==> src/cefb_pkg.sv <==
// Constants and types shared by the charger event flag bank
`default_nettype none

package cefb_pkg;

   // Register offsets on the serial register bus and flag register reset value
   localparam logic [7:0] TIMER_DETECT_OFFS  = 8'h24;
   localparam logic [7:0] THERM_OTG_OFFS     = 8'h25;
   localparam logic [7:0] PROT_FAULT_OFFS    = 8'h26;
   localparam logic [7:0] FLAG_RESET_VAL     = 8'h00;

   // Number of flag registers and flat flag vector width
   localparam int unsigned NUM_FLAG_REGS     = 3;
   localparam int unsigned FLAG_VEC_W        = 24;

   // Timer/detection register fields
   localparam int unsigned PORT_DETECT_BIT   = 6;
   localparam int unsigned ADC_DONE_BIT      = 5;
   localparam int unsigned MIN_SYS_REG_BIT   = 4;
   localparam int unsigned FAST_TMO_BIT      = 3;
   localparam int unsigned TRICKLE_TMO_BIT   = 2;
   localparam int unsigned PRECHG_TMO_BIT    = 1;
   localparam int unsigned TOPOFF_TMO_BIT    = 0;

   // Thermistor/OTG register fields
   localparam int unsigned BAT_LOW_OTG_BIT   = 4;
   localparam int unsigned THERM_COLD_BIT    = 3;
   localparam int unsigned THERM_COOL_BIT    = 2;
   localparam int unsigned THERM_WARM_BIT    = 1;
   localparam int unsigned THERM_HOT_BIT     = 0;

   // Protection register fields
   localparam int unsigned BAT_CUR_REG_BIT   = 7;
   localparam int unsigned BUS_OVP_BIT       = 6;
   localparam int unsigned BAT_OVP_BIT       = 5;
   localparam int unsigned IN_OCP_BIT        = 4;
   localparam int unsigned BAT_OCP_BIT       = 3;
   localparam int unsigned CONV_OCP_BIT      = 2;
   localparam int unsigned IN2_OVP_BIT       = 1;
   localparam int unsigned IN1_OVP_BIT       = 0;

   // Flat vector: timer/detect [23:16], thermistor/OTG [15:8], protection [7:0]
   localparam logic [23:0] RISE_SET_MASK     = 24'h6F_10_7F;
   localparam logic [23:0] EDGE_SET_MASK     = 24'h10_0F_80;
   localparam logic [23:0] ONE_SHOT_MASK     = 24'h20_00_00;

   // Serial bus idle level and byte size
   localparam logic        BUS_IDLE_LVL      = 1'b1;
   localparam int unsigned BYTE_BITS         = 8;

   // Levels from the analog detectors
   typedef struct packed {
      logic port_detect_done;
      logic adc_conv_done;
      logic adc_one_shot;
      logic min_system_reg;
      logic fast_charge_expired;
      logic trickle_expired;
      logic precharge_expired;
      logic topoff_expired;
      logic battery_low_for_otg;
      logic thermistor_cold;
      logic thermistor_cool;
      logic thermistor_warm;
      logic thermistor_hot;
      logic battery_current_reg;
      logic input_bus_overvoltage;
      logic battery_overvoltage;
      logic input_overcurrent;
      logic battery_discharge_overcurrent;
      logic converter_overcurrent;
      logic second_input_overvoltage;
      logic first_input_overvoltage;
   } cefb_evt_t;

   // Serial bus state
   typedef enum logic [2:0] {
      ST_IDLE,
      ST_ADDR,
      ST_ADDR_ACK,
      ST_WR,
      ST_WR_ACK,
      ST_RD,
      ST_RD_ACK
   } cefb_state_t;

endpackage

`default_nettype wire

==> src/cefb_flag_bank.sv <==
// Charger event flag bank with serial register bus slave
`default_nettype none

module cefb_flag_bank #(
   parameter logic [6:0] DEV_ADDR = 7'h50
) (
   input  wire logic              i_mclk,
   input  wire logic              i_sys_rst,
   input  wire cefb_pkg::cefb_evt_t i_events,
   input  wire logic              i_scl,
   input  wire logic              i_sda,
   output logic                   o_sda_o,
   output logic                   o_sda_oe,
   output logic [23:0]            o_flags
);

   // Synchronised inputs
   cefb_pkg::cefb_evt_t evt_s;
   logic                scl_s;
   logic                sda_s;

   // Edge tracking
   logic [23:0]         lvl;
   logic [23:0]         lvl_q;
   logic [23:0]         rise;
   logic [23:0]         edge_any;
   logic [23:0]         set_ev;
   logic                one_shot;

   // Flag storage
   logic [23:0]         flags_q;
   logic [23:0]         flags_d;
   logic [23:0]         clr_ev;

   // Serial bus
   logic                scl_q;
   logic                sda_q;
   logic                scl_rise;
   logic                scl_fall;
   logic                start_det;
   logic                stop_det;
   cefb_pkg::cefb_state_t state_q;
   logic [2:0]          cnt_q;
   logic [7:0]          shift_q;
   logic [7:0]          byte_in;
   logic [7:0]          ptr_q;
   logic                ptr_set_q;
   logic                rw_q;
   logic [7:0]          tx_q;
   logic [7:0]          rd_data;
   logic [2:0]          rd_sel;
   logic                load_rd;
   logic                addr_hit;

   // One-hot select of a flag register by pointer
   function automatic logic [2:0] reg_sel(input logic [7:0] ptr);
      logic [2:0] sel;
      sel    = 3'h0;
      sel[2] = (ptr == cefb_pkg::TIMER_DETECT_OFFS);
      sel[1] = (ptr == cefb_pkg::THERM_OTG_OFFS);
      sel[0] = (ptr == cefb_pkg::PROT_FAULT_OFFS);
      return sel;
   endfunction

   cefb_sync #(
      .WIDTH   ($bits(cefb_pkg::cefb_evt_t)),
      .RST_LVL (1'b0)
   ) u_evt_sync (
      .i_mclk    (i_mclk),
      .i_sys_rst (i_sys_rst),
      .i_async   (i_events),
      .o_sync    (evt_s)
   );

   cefb_sync #(
      .WIDTH   (2),
      .RST_LVL (cefb_pkg::BUS_IDLE_LVL)
   ) u_bus_sync (
      .i_mclk    (i_mclk),
      .i_sys_rst (i_sys_rst),
      .i_async   ({i_scl, i_sda}),
      .o_sync    ({scl_s, sda_s})
   );

   // Detector levels placed at their flag positions; reserved slots stay zero
   assign lvl = {1'b0,
                 evt_s.port_detect_done,
                 evt_s.adc_conv_done,
                 evt_s.min_system_reg,
                 evt_s.fast_charge_expired,
                 evt_s.trickle_expired,
                 evt_s.precharge_expired,
                 evt_s.topoff_expired,
                 3'h0,
                 evt_s.battery_low_for_otg,
                 evt_s.thermistor_cold,
                 evt_s.thermistor_cool,
                 evt_s.thermistor_warm,
                 evt_s.thermistor_hot,
                 evt_s.battery_current_reg,
                 evt_s.input_bus_overvoltage,
                 evt_s.battery_overvoltage,
                 evt_s.input_overcurrent,
                 evt_s.battery_discharge_overcurrent,
                 evt_s.converter_overcurrent,
                 evt_s.second_input_overvoltage,
                 evt_s.first_input_overvoltage};

   assign one_shot = evt_s.adc_one_shot;
   assign rise     = lvl & ~lvl_q;
   assign edge_any = lvl ^ lvl_q;

   // Rising-edge flags
   // Both-edge flags
   // Conversion done counts only in one-shot mode
   assign set_ev = (rise & cefb_pkg::RISE_SET_MASK & ~cefb_pkg::ONE_SHOT_MASK)
                 | (edge_any & cefb_pkg::EDGE_SET_MASK)
                 | (rise & cefb_pkg::ONE_SHOT_MASK & {24{one_shot}});

   // Clear on read, but a new event in the same cycle wins
   assign clr_ev  = {{8{load_rd & rd_sel[2]}},
                     {8{load_rd & rd_sel[1]}},
                     {8{load_rd & rd_sel[0]}}};
   assign flags_d = (flags_q & ~clr_ev) | set_ev;

   always_ff @(posedge i_mclk)
   begin
      if (i_sys_rst)
      begin
         // All flags cleared at power-on
         flags_q <= {cefb_pkg::FLAG_RESET_VAL,
                     cefb_pkg::FLAG_RESET_VAL,
                     cefb_pkg::FLAG_RESET_VAL};
         lvl_q   <= 24'h00_00_00;
      end
      else
      begin
         flags_q <= flags_d;
         lvl_q   <= lvl;
      end
   end

   // Bus conditions
   assign scl_rise  = scl_s & ~scl_q;
   assign scl_fall  = ~scl_s & scl_q;
   assign start_det = scl_s & scl_q & sda_q & ~sda_s;
   assign stop_det  = scl_s & scl_q & ~sda_q & sda_s;
   assign byte_in   = {shift_q[6:0], sda_s};
   assign addr_hit  = (byte_in[7:1] == DEV_ADDR);

   // Read data; unmapped offsets and reserved bits read zero
   assign rd_sel  = reg_sel(ptr_q);
   assign rd_data = ({8{rd_sel[2]}} & flags_q[23:16])
                  | ({8{rd_sel[1]}} & flags_q[15:8])
                  | ({8{rd_sel[0]}} & flags_q[7:0]);

   // Byte loaded for transmit on this cycle
   assign load_rd = scl_fall
                  & ((state_q == cefb_pkg::ST_ADDR_ACK & o_sda_oe & rw_q)
                  | (state_q == cefb_pkg::ST_RD_ACK));

   always_ff @(posedge i_mclk)
   begin
      if (i_sys_rst)
      begin
         scl_q     <= cefb_pkg::BUS_IDLE_LVL;
         sda_q     <= cefb_pkg::BUS_IDLE_LVL;
         state_q   <= cefb_pkg::ST_IDLE;
         cnt_q     <= 3'h0;
         shift_q   <= 8'h00;
         ptr_q     <= 8'h00;
         ptr_set_q <= 1'b0;
         rw_q      <= 1'b0;
         tx_q      <= 8'h00;
         o_sda_oe  <= 1'b0;
         o_sda_o   <= 1'b0;
      end
      else
      begin
         scl_q   <= scl_s;
         sda_q   <= sda_s;
         o_sda_o <= 1'b0;
         if (start_det)
         begin
            state_q   <= cefb_pkg::ST_ADDR;
            cnt_q     <= 3'h0;
            ptr_set_q <= 1'b0;
            o_sda_oe  <= 1'b0;
         end
         else if (stop_det)
         begin
            state_q  <= cefb_pkg::ST_IDLE;
            o_sda_oe <= 1'b0;
         end
         else
         begin
            case (state_q)
               cefb_pkg::ST_IDLE:
               begin
                  o_sda_oe <= 1'b0;
               end
               cefb_pkg::ST_ADDR:
               begin
                  if (scl_rise)
                  begin
                     shift_q <= byte_in;
                     cnt_q   <= cnt_q + 3'h1;
                     if (cnt_q == 3'h7)
                     begin
                        rw_q    <= sda_s;
                        state_q <= addr_hit ? cefb_pkg::ST_ADDR_ACK : cefb_pkg::ST_IDLE;
                     end
                  end
               end
               cefb_pkg::ST_ADDR_ACK:
               begin
                  if (scl_fall)
                  begin
                     if (!o_sda_oe)
                     begin
                        o_sda_oe <= 1'b1;
                     end
                     else if (rw_q)
                     begin
                        tx_q     <= rd_data;
                        ptr_q    <= ptr_q + 8'h01;
                        o_sda_oe <= ~rd_data[7];
                        cnt_q    <= 3'h0;
                        state_q  <= cefb_pkg::ST_RD;
                     end
                     else
                     begin
                        o_sda_oe <= 1'b0;
                        cnt_q    <= 3'h0;
                        state_q  <= cefb_pkg::ST_WR;
                     end
                  end
               end
               cefb_pkg::ST_WR:
               begin
                  if (scl_rise)
                  begin
                     shift_q <= byte_in;
                     cnt_q   <= cnt_q + 3'h1;
                     if (cnt_q == 3'h7)
                     begin
                        // First byte sets the pointer; data writes are ignored
                        if (!ptr_set_q)
                        begin
                           ptr_q     <= byte_in;
                           ptr_set_q <= 1'b1;
                        end
                        state_q <= cefb_pkg::ST_WR_ACK;
                     end
                  end
               end
               cefb_pkg::ST_WR_ACK:
               begin
                  if (scl_fall)
                  begin
                     if (!o_sda_oe)
                     begin
                        o_sda_oe <= 1'b1;
                     end
                     else
                     begin
                        o_sda_oe <= 1'b0;
                        cnt_q    <= 3'h0;
                        state_q  <= cefb_pkg::ST_WR;
                     end
                  end
               end
               cefb_pkg::ST_RD:
               begin
                  if (scl_fall)
                  begin
                     cnt_q <= cnt_q + 3'h1;
                     if (cnt_q == 3'h7)
                     begin
                        o_sda_oe <= 1'b0;
                        state_q  <= cefb_pkg::ST_RD_ACK;
                     end
                     else
                     begin
                        tx_q     <= {tx_q[6:0], 1'b0};
                        o_sda_oe <= ~tx_q[6];
                     end
                  end
               end
               cefb_pkg::ST_RD_ACK:
               begin
                  if (scl_rise && sda_s)
                  begin
                     state_q <= cefb_pkg::ST_IDLE;
                  end
                  else if (scl_fall)
                  begin
                     tx_q     <= rd_data;
                     ptr_q    <= ptr_q + 8'h01;
                     o_sda_oe <= ~rd_data[7];
                     cnt_q    <= 3'h0;
                     state_q  <= cefb_pkg::ST_RD;
                  end
               end
               default:
               begin
                  state_q  <= cefb_pkg::ST_IDLE;
                  o_sda_oe <= 1'b0;
               end
            endcase
         end
      end
   end

   assign o_flags = flags_q;

endmodule

`default_nettype wire

==> src/cefb_sync.sv <==
// Three-stage input synchroniser with agreement filter
`default_nettype none

module cefb_sync #(
   parameter int unsigned WIDTH   = 1,
   parameter logic        RST_LVL = 1'b0
) (
   input  wire logic             i_mclk,
   input  wire logic             i_sys_rst,
   input  wire logic [WIDTH-1:0] i_async,
   output logic      [WIDTH-1:0] o_sync
);

   logic [WIDTH-1:0] s1_q;
   logic [WIDTH-1:0] s2_q;
   logic [WIDTH-1:0] s3_q;
   logic [WIDTH-1:0] out_d;

   // Accept a bit only when stages two and three agree
   assign out_d = (s2_q & s3_q) | (o_sync & (s2_q ^ s3_q));

   always_ff @(posedge i_mclk)
   begin
      if (i_sys_rst)
      begin
         s1_q   <= {WIDTH{RST_LVL}};
         s2_q   <= {WIDTH{RST_LVL}};
         s3_q   <= {WIDTH{RST_LVL}};
         o_sync <= {WIDTH{RST_LVL}};
      end
      else
      begin
         s1_q   <= i_async;
         s2_q   <= s1_q;
         s3_q   <= s2_q;
         o_sync <= out_d;
      end
   end

endmodule

`default_nettype wire

==> config.mk <==
export PLATFORM = sky130hd
export DESIGN_NAME = cefb_flag_bank
export DESIGN_NICKNAME = d
export VERILOG_FILES = /design/src/cefb_pkg.sv /design/src/cefb_flag_bank.sv /design/src/cefb_sync.sv
export SDC_FILE = /design/constraint.sdc
export NUM_CORES = 1
export LEC_CHECK = 0
export BUFFER_PORTS_ARGS = -buffer_cell sky130_fd_sc_hd__buf_2
export CAP_MARGIN = 20
export CORE_MARGIN = 2
export CORE_UTILIZATION = 59
export DETAILED_ROUTE_END_ITERATION = 10
export PLACE_DENSITY = 0.85
export RECOVER_POWER = 50
export SLEW_MARGIN = 20
export SYNTH_ARGS = -nofsm -noshare
export SYNTH_HDL_FRONTEND = slang
export SYNTH_HIERARCHICAL = 1
export SYNTH_SLANG_ARGS = --single-unit
==> constraint.sdc <==
create_clock -name i_mclk -period 2.15 [get_ports i_mclk]
set_clock_uncertainty 0.2 [all_clocks]
set_input_delay 0.5375 -clock i_mclk [delete_from_list [all_inputs] [get_ports i_mclk]]
set_output_delay 0.5375 -clock i_mclk [all_outputs]
set_load 0.05 [all_outputs]
# Word level (Yosys, flattened, before mapping)
# Index checks and enable logic that the tools add are counted.
dict set report word_totals {
  out_inout_bits 26
  latchBits 0
  ram_bits 0
  word_cells 180
  n_memories 0
  reg_bits 169
  in_bits 25
  romBits 0
}
dict set report op_classes {
  n_reduce_logical 18
  mul 0
  n_eq_ne 42
  addsub 2
  shift 0
  bitwise 46
  order_cmp 0
  mux 51
  div_mod_pow 0
}
# op n
set op_table {}
lappend op_table {{$mux W8} 8}
lappend op_table {{$mux W3} 19}
lappend op_table {{$mux W7} 7}
lappend op_table {{$and A21 B21 Y21} 2}
lappend op_table {{$xor A21 B21 Y21} 2}
lappend op_table {{$ne A4 B4 Y1 const B} 10}
lappend op_table {{$ne A2 B2 Y1 const B} 15}
lappend op_table {{$and A22 B24 Y24} 1}
lappend op_table {{$and A24 B24 Y24} 1}
lappend op_table {{$and A8 B8 Y8} 3}
lappend op_table {{$eq A8 B6 Y1 const B} 3}
lappend op_table {{$not A24 Y24} 1}
lappend op_table {{$or A23 B24 Y24} 1}
lappend op_table {{$or A24 B24 Y24} 1}
lappend op_table {{$pmux W8 S3} 1}
lappend op_table {{$reduce_and A12 Y1} 2}
lappend op_table {{$and A23 B23 Y23} 1}
lappend op_table {{$not A23 Y23} 1}
lappend op_table {{$or A23 B21 Y23} 1}
lappend op_table {{$or A21 B21 Y21} 1}
lappend op_table {{$pmux W3 S7} 1}
lappend op_table {{$pmux W7 S3} 1}
lappend op_table {{$or A8 B8 Y8} 2}
lappend op_table {{$and A1 B1 Y1} 13}
lappend op_table {{other kinds (31)} 61}

# Longest topological paths before layout
# Gate-level depths: netlist of run 1.
dict set report depth {
  ltp_word 9
  depth_mapped 8
  ltp_nobuf 7
}

# By module
# The synthesis of run 1 kept the hierarchy.
# module instances area_each_um2 seq_area_each_um2 cells_per_inst
set modules_own_cells {}
lappend modules_own_cells {cefb_flag_bank 1 3500.9 1541.5 383}
lappend modules_own_cells {{cefb_sync (u_evt_sync)} 1 2585.0 1681.6 219}
lappend modules_own_cells {{cefb_sync (u_bus_sync)} 1 240.2 160.2 18}

# Worst setup path before layout of run 1
# Ideal clock, no wire load.
dict set report synth_timing {
  path_type {flip-flop to flip-flop}
  start {register o_sda_oe}
  end {register ptr_q[2]}
  stages_incl_launch_ff 6
  setup_ps 119
  path_slack_ps 26
  arrival_time_ps 1805
  n_path_buf 0
  period_less_slack_ps 2124
  required_time_ps 1831
  cell_sequence {dfxtp_1 -> a21oi_1 -> o32ai_2 -> o211a_4 -> a21oi_1 -> o221a_2}
}
dict set report synth_between {
  elab_chain_len 2
}
# element line_no
set synth_rtl {}
lappend synth_rtl {{from (decl)} cefb_flag_bank.sv:13} ;# output logic o_sda_oe,
lappend synth_rtl {{from (signal assigned)} cefb_flag_bank.sv:227} ;# o_sda_oe <= ~rd_data[7];
lappend synth_rtl {{from (signal assigned)} cefb_flag_bank.sv:286} ;# o_sda_oe <= ~tx_q[6];
lappend synth_rtl {{from (signal assigned)} cefb_flag_bank.sv:300} ;# o_sda_oe <= ~rd_data[7];
lappend synth_rtl {{$ne A2 B2 Y1 (no line)} --}
lappend synth_rtl {{$reduce_and A11 Y1 (no line)} --}
lappend synth_rtl {{to (signal assigned)} cefb_flag_bank.sv:226} ;# ptr_q <= ptr_q + 8'h01;
lappend synth_rtl {{to (signal assigned)} cefb_flag_bank.sv:250} ;# ptr_q <= byte_in;
lappend synth_rtl {{to (signal assigned)} cefb_flag_bank.sv:299} ;# ptr_q <= ptr_q + 8'h01;
lappend synth_rtl {{to (decl)} cefb_flag_bank.sv:46} ;# logic [7:0] ptr_q;
# Every way passes these cells.
# A chain may end at the register's enable or synchronous reset.

# Worst setup path in the final report of run 1
dict set report layout_timing {
  start {register flags_q[21] (netlist: o_flags[21])}
  end {output o_flags[21]}
}
# element line_no
set layout_rtl {}
lappend layout_rtl {{from (decl)} cefb_flag_bank.sv:31} ;# logic [23:0] flags_q;
lappend layout_rtl {{from (signal assigned)} cefb_flag_bank.sv:131} ;# flags_q <= {cefb_pkg::FLAG_RESET_VAL,
lappend layout_rtl {{from (signal assigned)} cefb_flag_bank.sv:138} ;# flags_q <= flags_d;
lappend layout_rtl {{to (decl)} cefb_flag_bank.sv:14} ;# output logic [23:0] o_flags
# No word-level cell between the ends.

==> results.yml, run 1 <==
setup_path:
  cp_slowest_stage_delay_ps: 460
  worst_ep_arrival_time_ps: 1330
  slowest_stage: "dfxtp_1"
  critPathTopFamily: "flip-flops"
  path_class: "flip-flop to output port"
  crit_buf_inv: 1
  required_ps: 1410
  start_kind: "flip-flop"
  cp-end-kind: "output port"
  crit_path_cell_trace: "buf_2"
  cp_max_fo: 3
clock_tree:
  cts_buffers: 17
  htree_num_levels: 4
  cts_buffer_depth: 2
  cts_tree: "yes"
  cts_root_buf: "clkbuf_8"
  clk_pin_slew_ps: 70
  cts.sinks: 169
  clk_latency_ps: 540
floorplanning:
  die_area_um2: 11600
  die_height_um: 108
  start_util_pct: 61.0
  fp-row-count: 37
  io_pins: 51
  core_um2: 10400
  dieWidth_um: 108
drt:
  vias: 4661
  ant_nets: 0
  first_pass_iters: 7
  routed_wirelength_um: 13300
  routedWlPerCell_um: 15.8
  drc: 0
  drtIter0Drc: 279
  viasPerCell: 5.53
power:
  p_leak_nw: 3.08
  p_per_area_nw_per_um2: 930
  peakVddDrop_mv: 0.888
grt:
  grt_pass1_vias: 4713
  grt_usage_pct: 24.8
  antenna_found_initial: 0
  grt_max_degree: 72
  grt_pass1_wl_um: 22200
  grt-ovfl-total: 0
place:
  post-dp-hpwl_um: 8580
  numPortBuffers: 49
  dp_cells: 793
  finalWeightedCongestion: 0.854
hold_path:
  holdCritPathClass: "input pin to flip-flop"
synthesis:
  synth-edff-count: 0
  ys.flop_type: "dfxtp_1"
  yosysSeqAreaShare_pct: 53.5
  async_flop_share_pct: 0
  ys_warn_count: 6
  syn_area_um2: 6330
  syn_nets: 674
  avgSynthCellArea_um2: 10.2
  synth_cells: 620
  synth_common_cells: "dfxtp_1 (169), nor2b_1 (87), a21oi_1 (55), nor2_1 (50), ha_1 (29)"
  synth_top_area_share_pct: 53.5
  synth.area.top_cells: "dfxtp_1 (53%), nor2b_1 (8.6%), ha_1 (5.7%)"
  synth.distinct_cells: 60
  synth.largest_area_cell: "dfxtp_1"
  yosysMostFrequentCell: "dfxtp_1"
  ys_ff_latch: 169
sta:
  fin_crit_sh_pct: 96.2
  fin_crit_ps: 2070
  rsz0062_at_grt: "true"
  worst_slew_pin_slew_ps: 994
  relSlewSlack_pct: 33.7
  slew_viol_final: 0
  hold-worst-slack_ps: 17.2
  max_freq_mhz: 483
  hold_violations: 0
  finalSetupViolCount: 0
finish:
  nets: 748
  drive_above_1_share_pct: 17.4
  area.growth.synth_to_final_pct: 18.6
  fin_cells: 843
  fillers: 695
  antenna_cells: 0
  register_area_um2: 3390
  multi_input_area_um2: 2680
status:
  outcome: "finished clean"
run:
  cap_viol_max_count: 0
-- placed cells by master, fill, tap and decap left out, types with 11 or more instances in the layout --
| cell | instances |
|---|---|
| a21oi_1 | 55 |
| a22o_1 | 14 |
| buf_2 | 48 |
| buf_4 | 24 |
| clkbuf_16 | 16 |
| dfxtp_1 | 167 |
| dlygate4sd3_1 | 16 |
| ha_1 | 29 |
| inv_1 | 20 |
| mux2i_1 | 11 |
| nand2_1 | 15 |
| nor2_1 | 50 |
| nor2b_1 | 87 |
| nor3_1 | 12 |
-- flip-flops by register name (all words and copies together) (netlist names), 3 cells and up --
| name | flops |
|---|---|
| u_evt_sync/s2_q | 21 |
| shift_q | 7 |
| cnt_q | 3 |
| ptr_q | 8 |
| u_evt_sync/o_sync | 21 |
| u_evt_sync/s3_q | 21 |
| tx_q | 7 |
| lvl_q | 20 |
| state_q | 3 |
| u_evt_sync/s1_q | 21 |
| o_flags | 24 |
-- worst paths after layout --
check / start / to / slack [ps] / depth (start not counted)
setup / recovery: o_flags[21]$_SDFF_PP0_ / o_flags[21] / 80 / 1
setup reg to reg: u_bus_sync/o_sync[1]$_SDFF_PP1_ / state_q[2]$_SDFFE_PP0P_ / 80 / 6
hold / removal: i_events[3] / u_evt_sync/s1_q[3]$_SDFF_PP0_ / 20 / 2
hold reg to reg: u_bus_sync/s1_q[1]$_SDFF_PP1_ / u_bus_sync/s2_q[1]$_SDFF_PP1_ / 220 / 1
-- power by group --
group          switching (mW)  total [mW]  internal (mW)
registers              0.0718        3.29           3.22
clock network            1.29        2.95           1.67
logic                   0.391       0.735          0.344
-- final cells by class --
type	instances	area share (%)
tap	136	2.27
timing repair buffer	92	8.15
clock buffer	20	6.07
clock inverter	12	1.72
multi-input combinational	394	35.7
sequential	169	45.1
inverter	20	1.00
-- per-stage QoR --
| stage | setup TNS, ps | total power [mW] | cell area, µm² | worst slack (ps) | utilization [%] |
|---|---|---|---|---|---|
| 2_1_floorplan | 0 | 3.84 | 6330 | 25.9 | - |
| 3_3_place_gp | 0 | 4.00 | 6750 | 135 | 65.1 |
| 3_5_place_dp | 0 | 4.00 | 6750 | 123 | 65.1 |
| 4_1_cts | 0 | 6.96 | 7490 | 94.8 | 72.2 |
| 5_1_grt | -107 | 7.26 | 7500 | -47.5 | 72.4 |
| 6_report | 0 | 6.98 | 7500 | 81.2 | 72.4 |
-- layer usage --
metal | GRT usage [%] | routed length (µm) | up-vias | part of all wire, %
met3 | 6.05 | 695 | 28 | 5.2
met1 | 28.5 | 5470 | 2198 | 41
met2 | 43.5 | 6890 | 130 | 52
met5 | 0 | 0 | - | 0
met4 | 10.7 | 284 | 0 | 2.1
li1 | - | - | 2305 | -
-- cell families after synthesis --
family	share of synthesized area [%]
other	0.0593
DFF	53.5
buffers and inverters	4.29
AOI/OAI and AO/OA	14.5
adders and majority gates	5.74
xor gates and xnor gates	1.11
and+or+nand+nor	18.9
muxes	1.92
-- what timing repair did --
item                       CTS  global route
resized for setup            0             3
setup buffers                0             2
hold buffers                16             0
setup endpoints to repair    0            13
hold endpoints to repair    16             0
Note: power is estimated with default switching activity, not from simulation.
==> run 2, diff against run 1 <==
RECOVER_POWER = unset   (was 50)
==> run 2 against run 1 <==
Net effect:
- register-to-register slack barely moved
- critical path depth rose by 6
- non-clock buffer count did not move
- via count fell by 0.34%
==> results.yml, run 2 (synthesis results as in run 1) <==
status:
  outcome: "finished clean"
grt:
  grt-ovfl-total: 0
  antenna_found_initial: 0
  grt_max_degree: 72
  grt_usage_pct: 24.8
  grt_pass1_wl_um: 22200
  grt_pass1_vias: 4713
clock_tree:
  clk_latency_ps: 540
  htree_num_levels: 4
  cts_root_buf: "clkbuf_8"
  cts.sinks: 169
  cts_buffer_depth: 2
  cts_buffers: 17
  cts_tree: "yes"
  clk_pin_slew_ps: 70
setup_path:
  required_ps: 2360
  crit_start: "state_q[1]$_SDFFE_PP0P_"
  worst_ep_arrival_time_ps: 2260
  cp_slowest_stage_delay_ps: 490
  crit_buf_inv: 2
  start_kind: "flip-flop"
  slowest_stage: "dfxtp_1"
  crit_path_cell_trace: "buf_4, xnor2_1, o32a_1, o311ai_2, buf_4, a221oi_1, a211oi_1"
  cp-end-kind: "flip-flop"
  crit_path_frequent_cell: "buf_4"
  cp_max_fo: 8
  path_class: "flip-flop to flip-flop"
  critPathTopFamily: "compound AO/OA/AOI/OAI gates"
  timing.rr.start: "state_q[1]$_SDFFE_PP0P_"
power:
  sw_frac_of_total_pct: 25.1
  p_comb_share_pct: 10.5
  pwr-share-seq_pct: 47.1
  internal-power_mw: 5.23
  p_per_area_nw_per_um2: 930
  p_leak_nw: 3.09
  peakVddDrop_mv: 0.889
  p_switching_mw: 1.75
  pwr-share-clk_pct: 42.4
finish:
  largest_reg_flops: 24
  layout_commonest_cell: "dfxtp_1"
  post-route-util_pct: 72.5
  antenna_cells: 0
  fillers: 689
  nets: 748
  layout_common_cells: "dfxtp_1 (167), nor2b_1 (87), a21oi_1 (55), nor2_1 (50), buf_2 (48)"
  fin_area_um2: 7520
  drive_above_1_share_pct: 17.8
  area.growth.synth_to_final_pct: 18.8
  fin_cells: 843
floorplanning:
  io_pins: 51
  start_util_pct: 61.0
  die_area_um2: 11600
  core_um2: 10400
  die_height_um: 108
  fp-row-count: 37
  dieWidth_um: 108
place:
  post-dp-hpwl_um: 8580
  dp_cells: 793
  numPortBuffers: 49
  dpl_cell_area_um2: 6750
  finalWeightedCongestion: 0.854
sta:
  fin_crit_ps: 2050
  relSlewSlack_pct: 55.6
  rsz0062_at_grt: "true"
  fin_crit_sh_pct: 95.6
  hold_violations: 0
  worst_slew_pin_slew_ps: 662
  finalSetupViolCount: 0
  slew_viol_final: 0
  fin_setup_tns_ps: 0
  max_freq_mhz: 487
drt:
  first_pass_iters: 6
  routedWlPerCell_um: 15.8
  vias: 4645
  viasPerCell: 5.51
  drc: 0
  ant_nets: 0
  routed_wirelength_um: 13300
  drtIter0Drc: 280
hold_path:
  hold_path_startpoint: "i_events[12]"
  holdCritPathClass: "input pin to flip-flop"
run:
  cap_viol_max_count: 0
==> run 2: per-layer routing <==
metal  wire length, µm  vias to the layer above  track usage [%]
met3               684                       26             6.05
met4               256                        0             10.7
li1                  -                     2309                -
met2              6860                      131             43.5
met5                 0                        -                0
met1              5520                     2179             28.5
==> run 2: path summary, 6_finish.rpt <==
kind	end	slack [ps]	cells after the start
worst max-delay path	state_q[2]$_SDFFE_PP0P_	100	7
worst min-delay path	u_evt_sync/s1_q[12]$_SDFF_PP0_	20	2
worst max register to register	state_q[2]$_SDFFE_PP0P_	100	7
worst min register to register	u_bus_sync/s2_q[1]$_SDFF_PP1_	220	1
==> run 2: area by class of cell <==
class / instances / area (µm²) / share of cell area (%)
clock inverter: 12 / 129 / 1.71
clock buffer: 20 / 455 / 6.06
tap: 136 / 170 / 2.26
inverter: 20 / 75.1 / 0.999
multi-input combinational: 394 / 2680 / 35.6
timing repair buffer: 92 / 623 / 8.29
sequential: 169 / 3390 / 45.0
==> run 2: power by group through the flow <==
stage | clock, mW | combinational [mW] | sequential, mW
5_1_grt | 3.14 | 0.815 | 3.30
6_report | 2.96 | 0.736 | 3.29
3_3_place_gp | 0 | 0.648 | 3.35
3_5_place_dp | 0 | 0.649 | 3.36
2_1_floorplan | 0 | 0.522 | 3.32
4_1_cts | 2.99 | 0.678 | 3.29
==> run 2: what timing repair did <==
action,CTS,global route
hold buffers,16,0
gates resized for setup,0,3
endpoints found under the hold margin,16,0
setup buffers,0,2
endpoints found under the setup margin,0,13
==> run 2: per-stage QoR <==
stage	total power, mW	hold WS [ps]	setup slack [ps]
final	6.99	17.1	95.6
after global routing	7.26	8.89	-47.5
after CTS	6.96	3.53	94.8
after detailed placement	4.00	198	123
after global placement	4.00	189	135
after floorplan	3.84	183	25.9
==> run 3, diff against run 2 <==
RECOVER_POWER = 100   (was unset)
==> run 3 against run 2 <==
Net effect:
- sequential share of layout area grew 0.12 points
- combinational power is essentially flat
- total power shrank 0.12%
- clock power is essentially flat
- count of clock-buffer cells in the layout is the same
- fmax shrank 0.94%
- critical endpoint is now o_flags[21]
- largest cell class unchanged
- highest routed layer unchanged
==> results.yml, run 3 (synthesis results as in run 1) <==
status:
  outcome: "finished clean"
power:
  peakVddDrop_mv: 0.887
  p_leak_nw: 3.05
  p_per_area_nw_per_um2: 931
sta:
  hold-worst-slack_ps: 16.7
  fin_crit_ps: 2070
  slew_viol_final: 0
  fin_crit_sh_pct: 96.5
  rsz0062_at_grt: "true"
  max_freq_mhz: 482
  hold_violations: 0
  relSlewSlack_pct: 32.8
  worst_slew_pin_slew_ps: 1010
  finalSetupViolCount: 0
  fin_setup_tns_ps: 0
setup_path:
  crit_buf_inv: 1
  critPathTopFamily: "flip-flops"
  path_class: "flip-flop to output port"
  worst_ep_arrival_time_ps: 1340
  cp_slowest_stage_delay_ps: 470
  cp-end-kind: "output port"
  required_ps: 1410
  slowest_stage: "dfxtp_1"
  cp_max_fo: 3
  start_kind: "flip-flop"
  crit_path_cell_trace: "buf_2"
grt:
  grt_pass1_vias: 4713
  grt-ovfl-total: 0
  grt_usage_pct: 24.8
  grt_max_degree: 72
  antenna_found_initial: 0
  grt_pass1_wl_um: 22200
drt:
  routed_wirelength_um: 13300
  routedWlPerCell_um: 15.8
  drtIter0Drc: 309
  first_pass_iters: 5
  vias: 4648
  drc: 0
  viasPerCell: 5.51
  ant_nets: 0
floorplanning:
  die_height_um: 108
  fp-row-count: 37
  io_pins: 51
  start_util_pct: 61.0
  die_area_um2: 11600
  core_um2: 10400
  dieWidth_um: 108
finish:
  fin_cells: 843
  post-route-util_pct: 72.3
  antenna_cells: 0
  layout_commonest_cell: "dfxtp_1"
  largest_reg_flops: 24
  nets: 748
  register_area_um2: 3390
  fillers: 697
  area.growth.synth_to_final_pct: 18.5
  multi_input_area_um2: 2680
  layout_common_cells: "dfxtp_1 (167), nor2b_1 (87), a21oi_1 (55), nor2_1 (50), ha_1 (29)"
  drive_above_1_share_pct: 17.3
clock_tree:
  cts_buffer_depth: 2
  cts_buffers: 17
  htree_num_levels: 4
  cts_root_buf: "clkbuf_8"
  clk_latency_ps: 540
  cts_tree: "yes"
  clk_pin_slew_ps: 70
  cts.sinks: 169
hold_path:
  holdCritPathClass: "input pin to flip-flop"
place:
  dp_cells: 793
  numPortBuffers: 49
  post-dp-hpwl_um: 8580
  finalWeightedCongestion: 0.854
run:
  cap_viol_max_count: 0
## run 3: routing by layer
metal  global-route usage, %  up-vias  wire length (µm)
met5                       0        -                 0
met4                    10.7        0               301
met3                    6.05       29               654
met2                    43.5      144              6880
met1                    28.5     2168              5440
li1                        -     2307                 -
## run 3: through the flow
stage / worst slack, ps / power [mW] / instance area, µm²
global route: -47.5 / 7.26 / 7500
CTS: 94.8 / 6.96 / 7490
global placement: 135 / 4.00 / 6750
detailed placement: 123 / 4.00 / 6750
floorplan: 25.9 / 3.84 / 6330
finish: 76.0 / 6.98 / 7500
## run 3: area by class of cell
cell class / instances / area share (%)
Multi-Input combinational cell: 394 / 35.7
Clock buffer: 20 / 6.08
Timing Repair Buffer: 92 / 8.05
Clock inverter: 12 / 1.72
Sequential cell: 169 / 45.2
Tap cell: 136 / 2.27
Inverter: 20 / 1.00
## run 3: path summary, 6_finish.rpt
| kind | to | slack [ps] | cells past startpoint | startpoint |
|---|---|---|---|---|
| worst min-delay path | u_evt_sync/s1_q[12]$_SDFF_PP0_ | 20 | 2 | i_events[12] |
| worst min register to register | u_bus_sync/s2_q[1]$_SDFF_PP1_ | 220 | 1 | u_bus_sync/s1_q[1]$_SDFF_PP1_ |
| worst max register to register | state_q[2]$_SDFFE_PP0P_ | 80 | 6 | u_bus_sync/o_sync[1]$_SDFF_PP1_ |
| worst max-delay path | o_flags[21] | 80 | 1 | o_flags[21]$_SDFF_PP0_ |
## run 3: repair_timing
action                                 CTS  global route
hold buffers                            16             0
resized for setup                        0             3
buffers inserted                         0             2
endpoints found under the hold margin   16             0
setup endpoints to repair                0            13
## run 3: power breakdown
part	switching (mW)	leakage, nW	internal [mW]
sequential	0.0724	1.37	3.22
combinational	0.390	1.39	0.342
clock	1.29	0.283	1.67
total	1.75	3.05	5.23
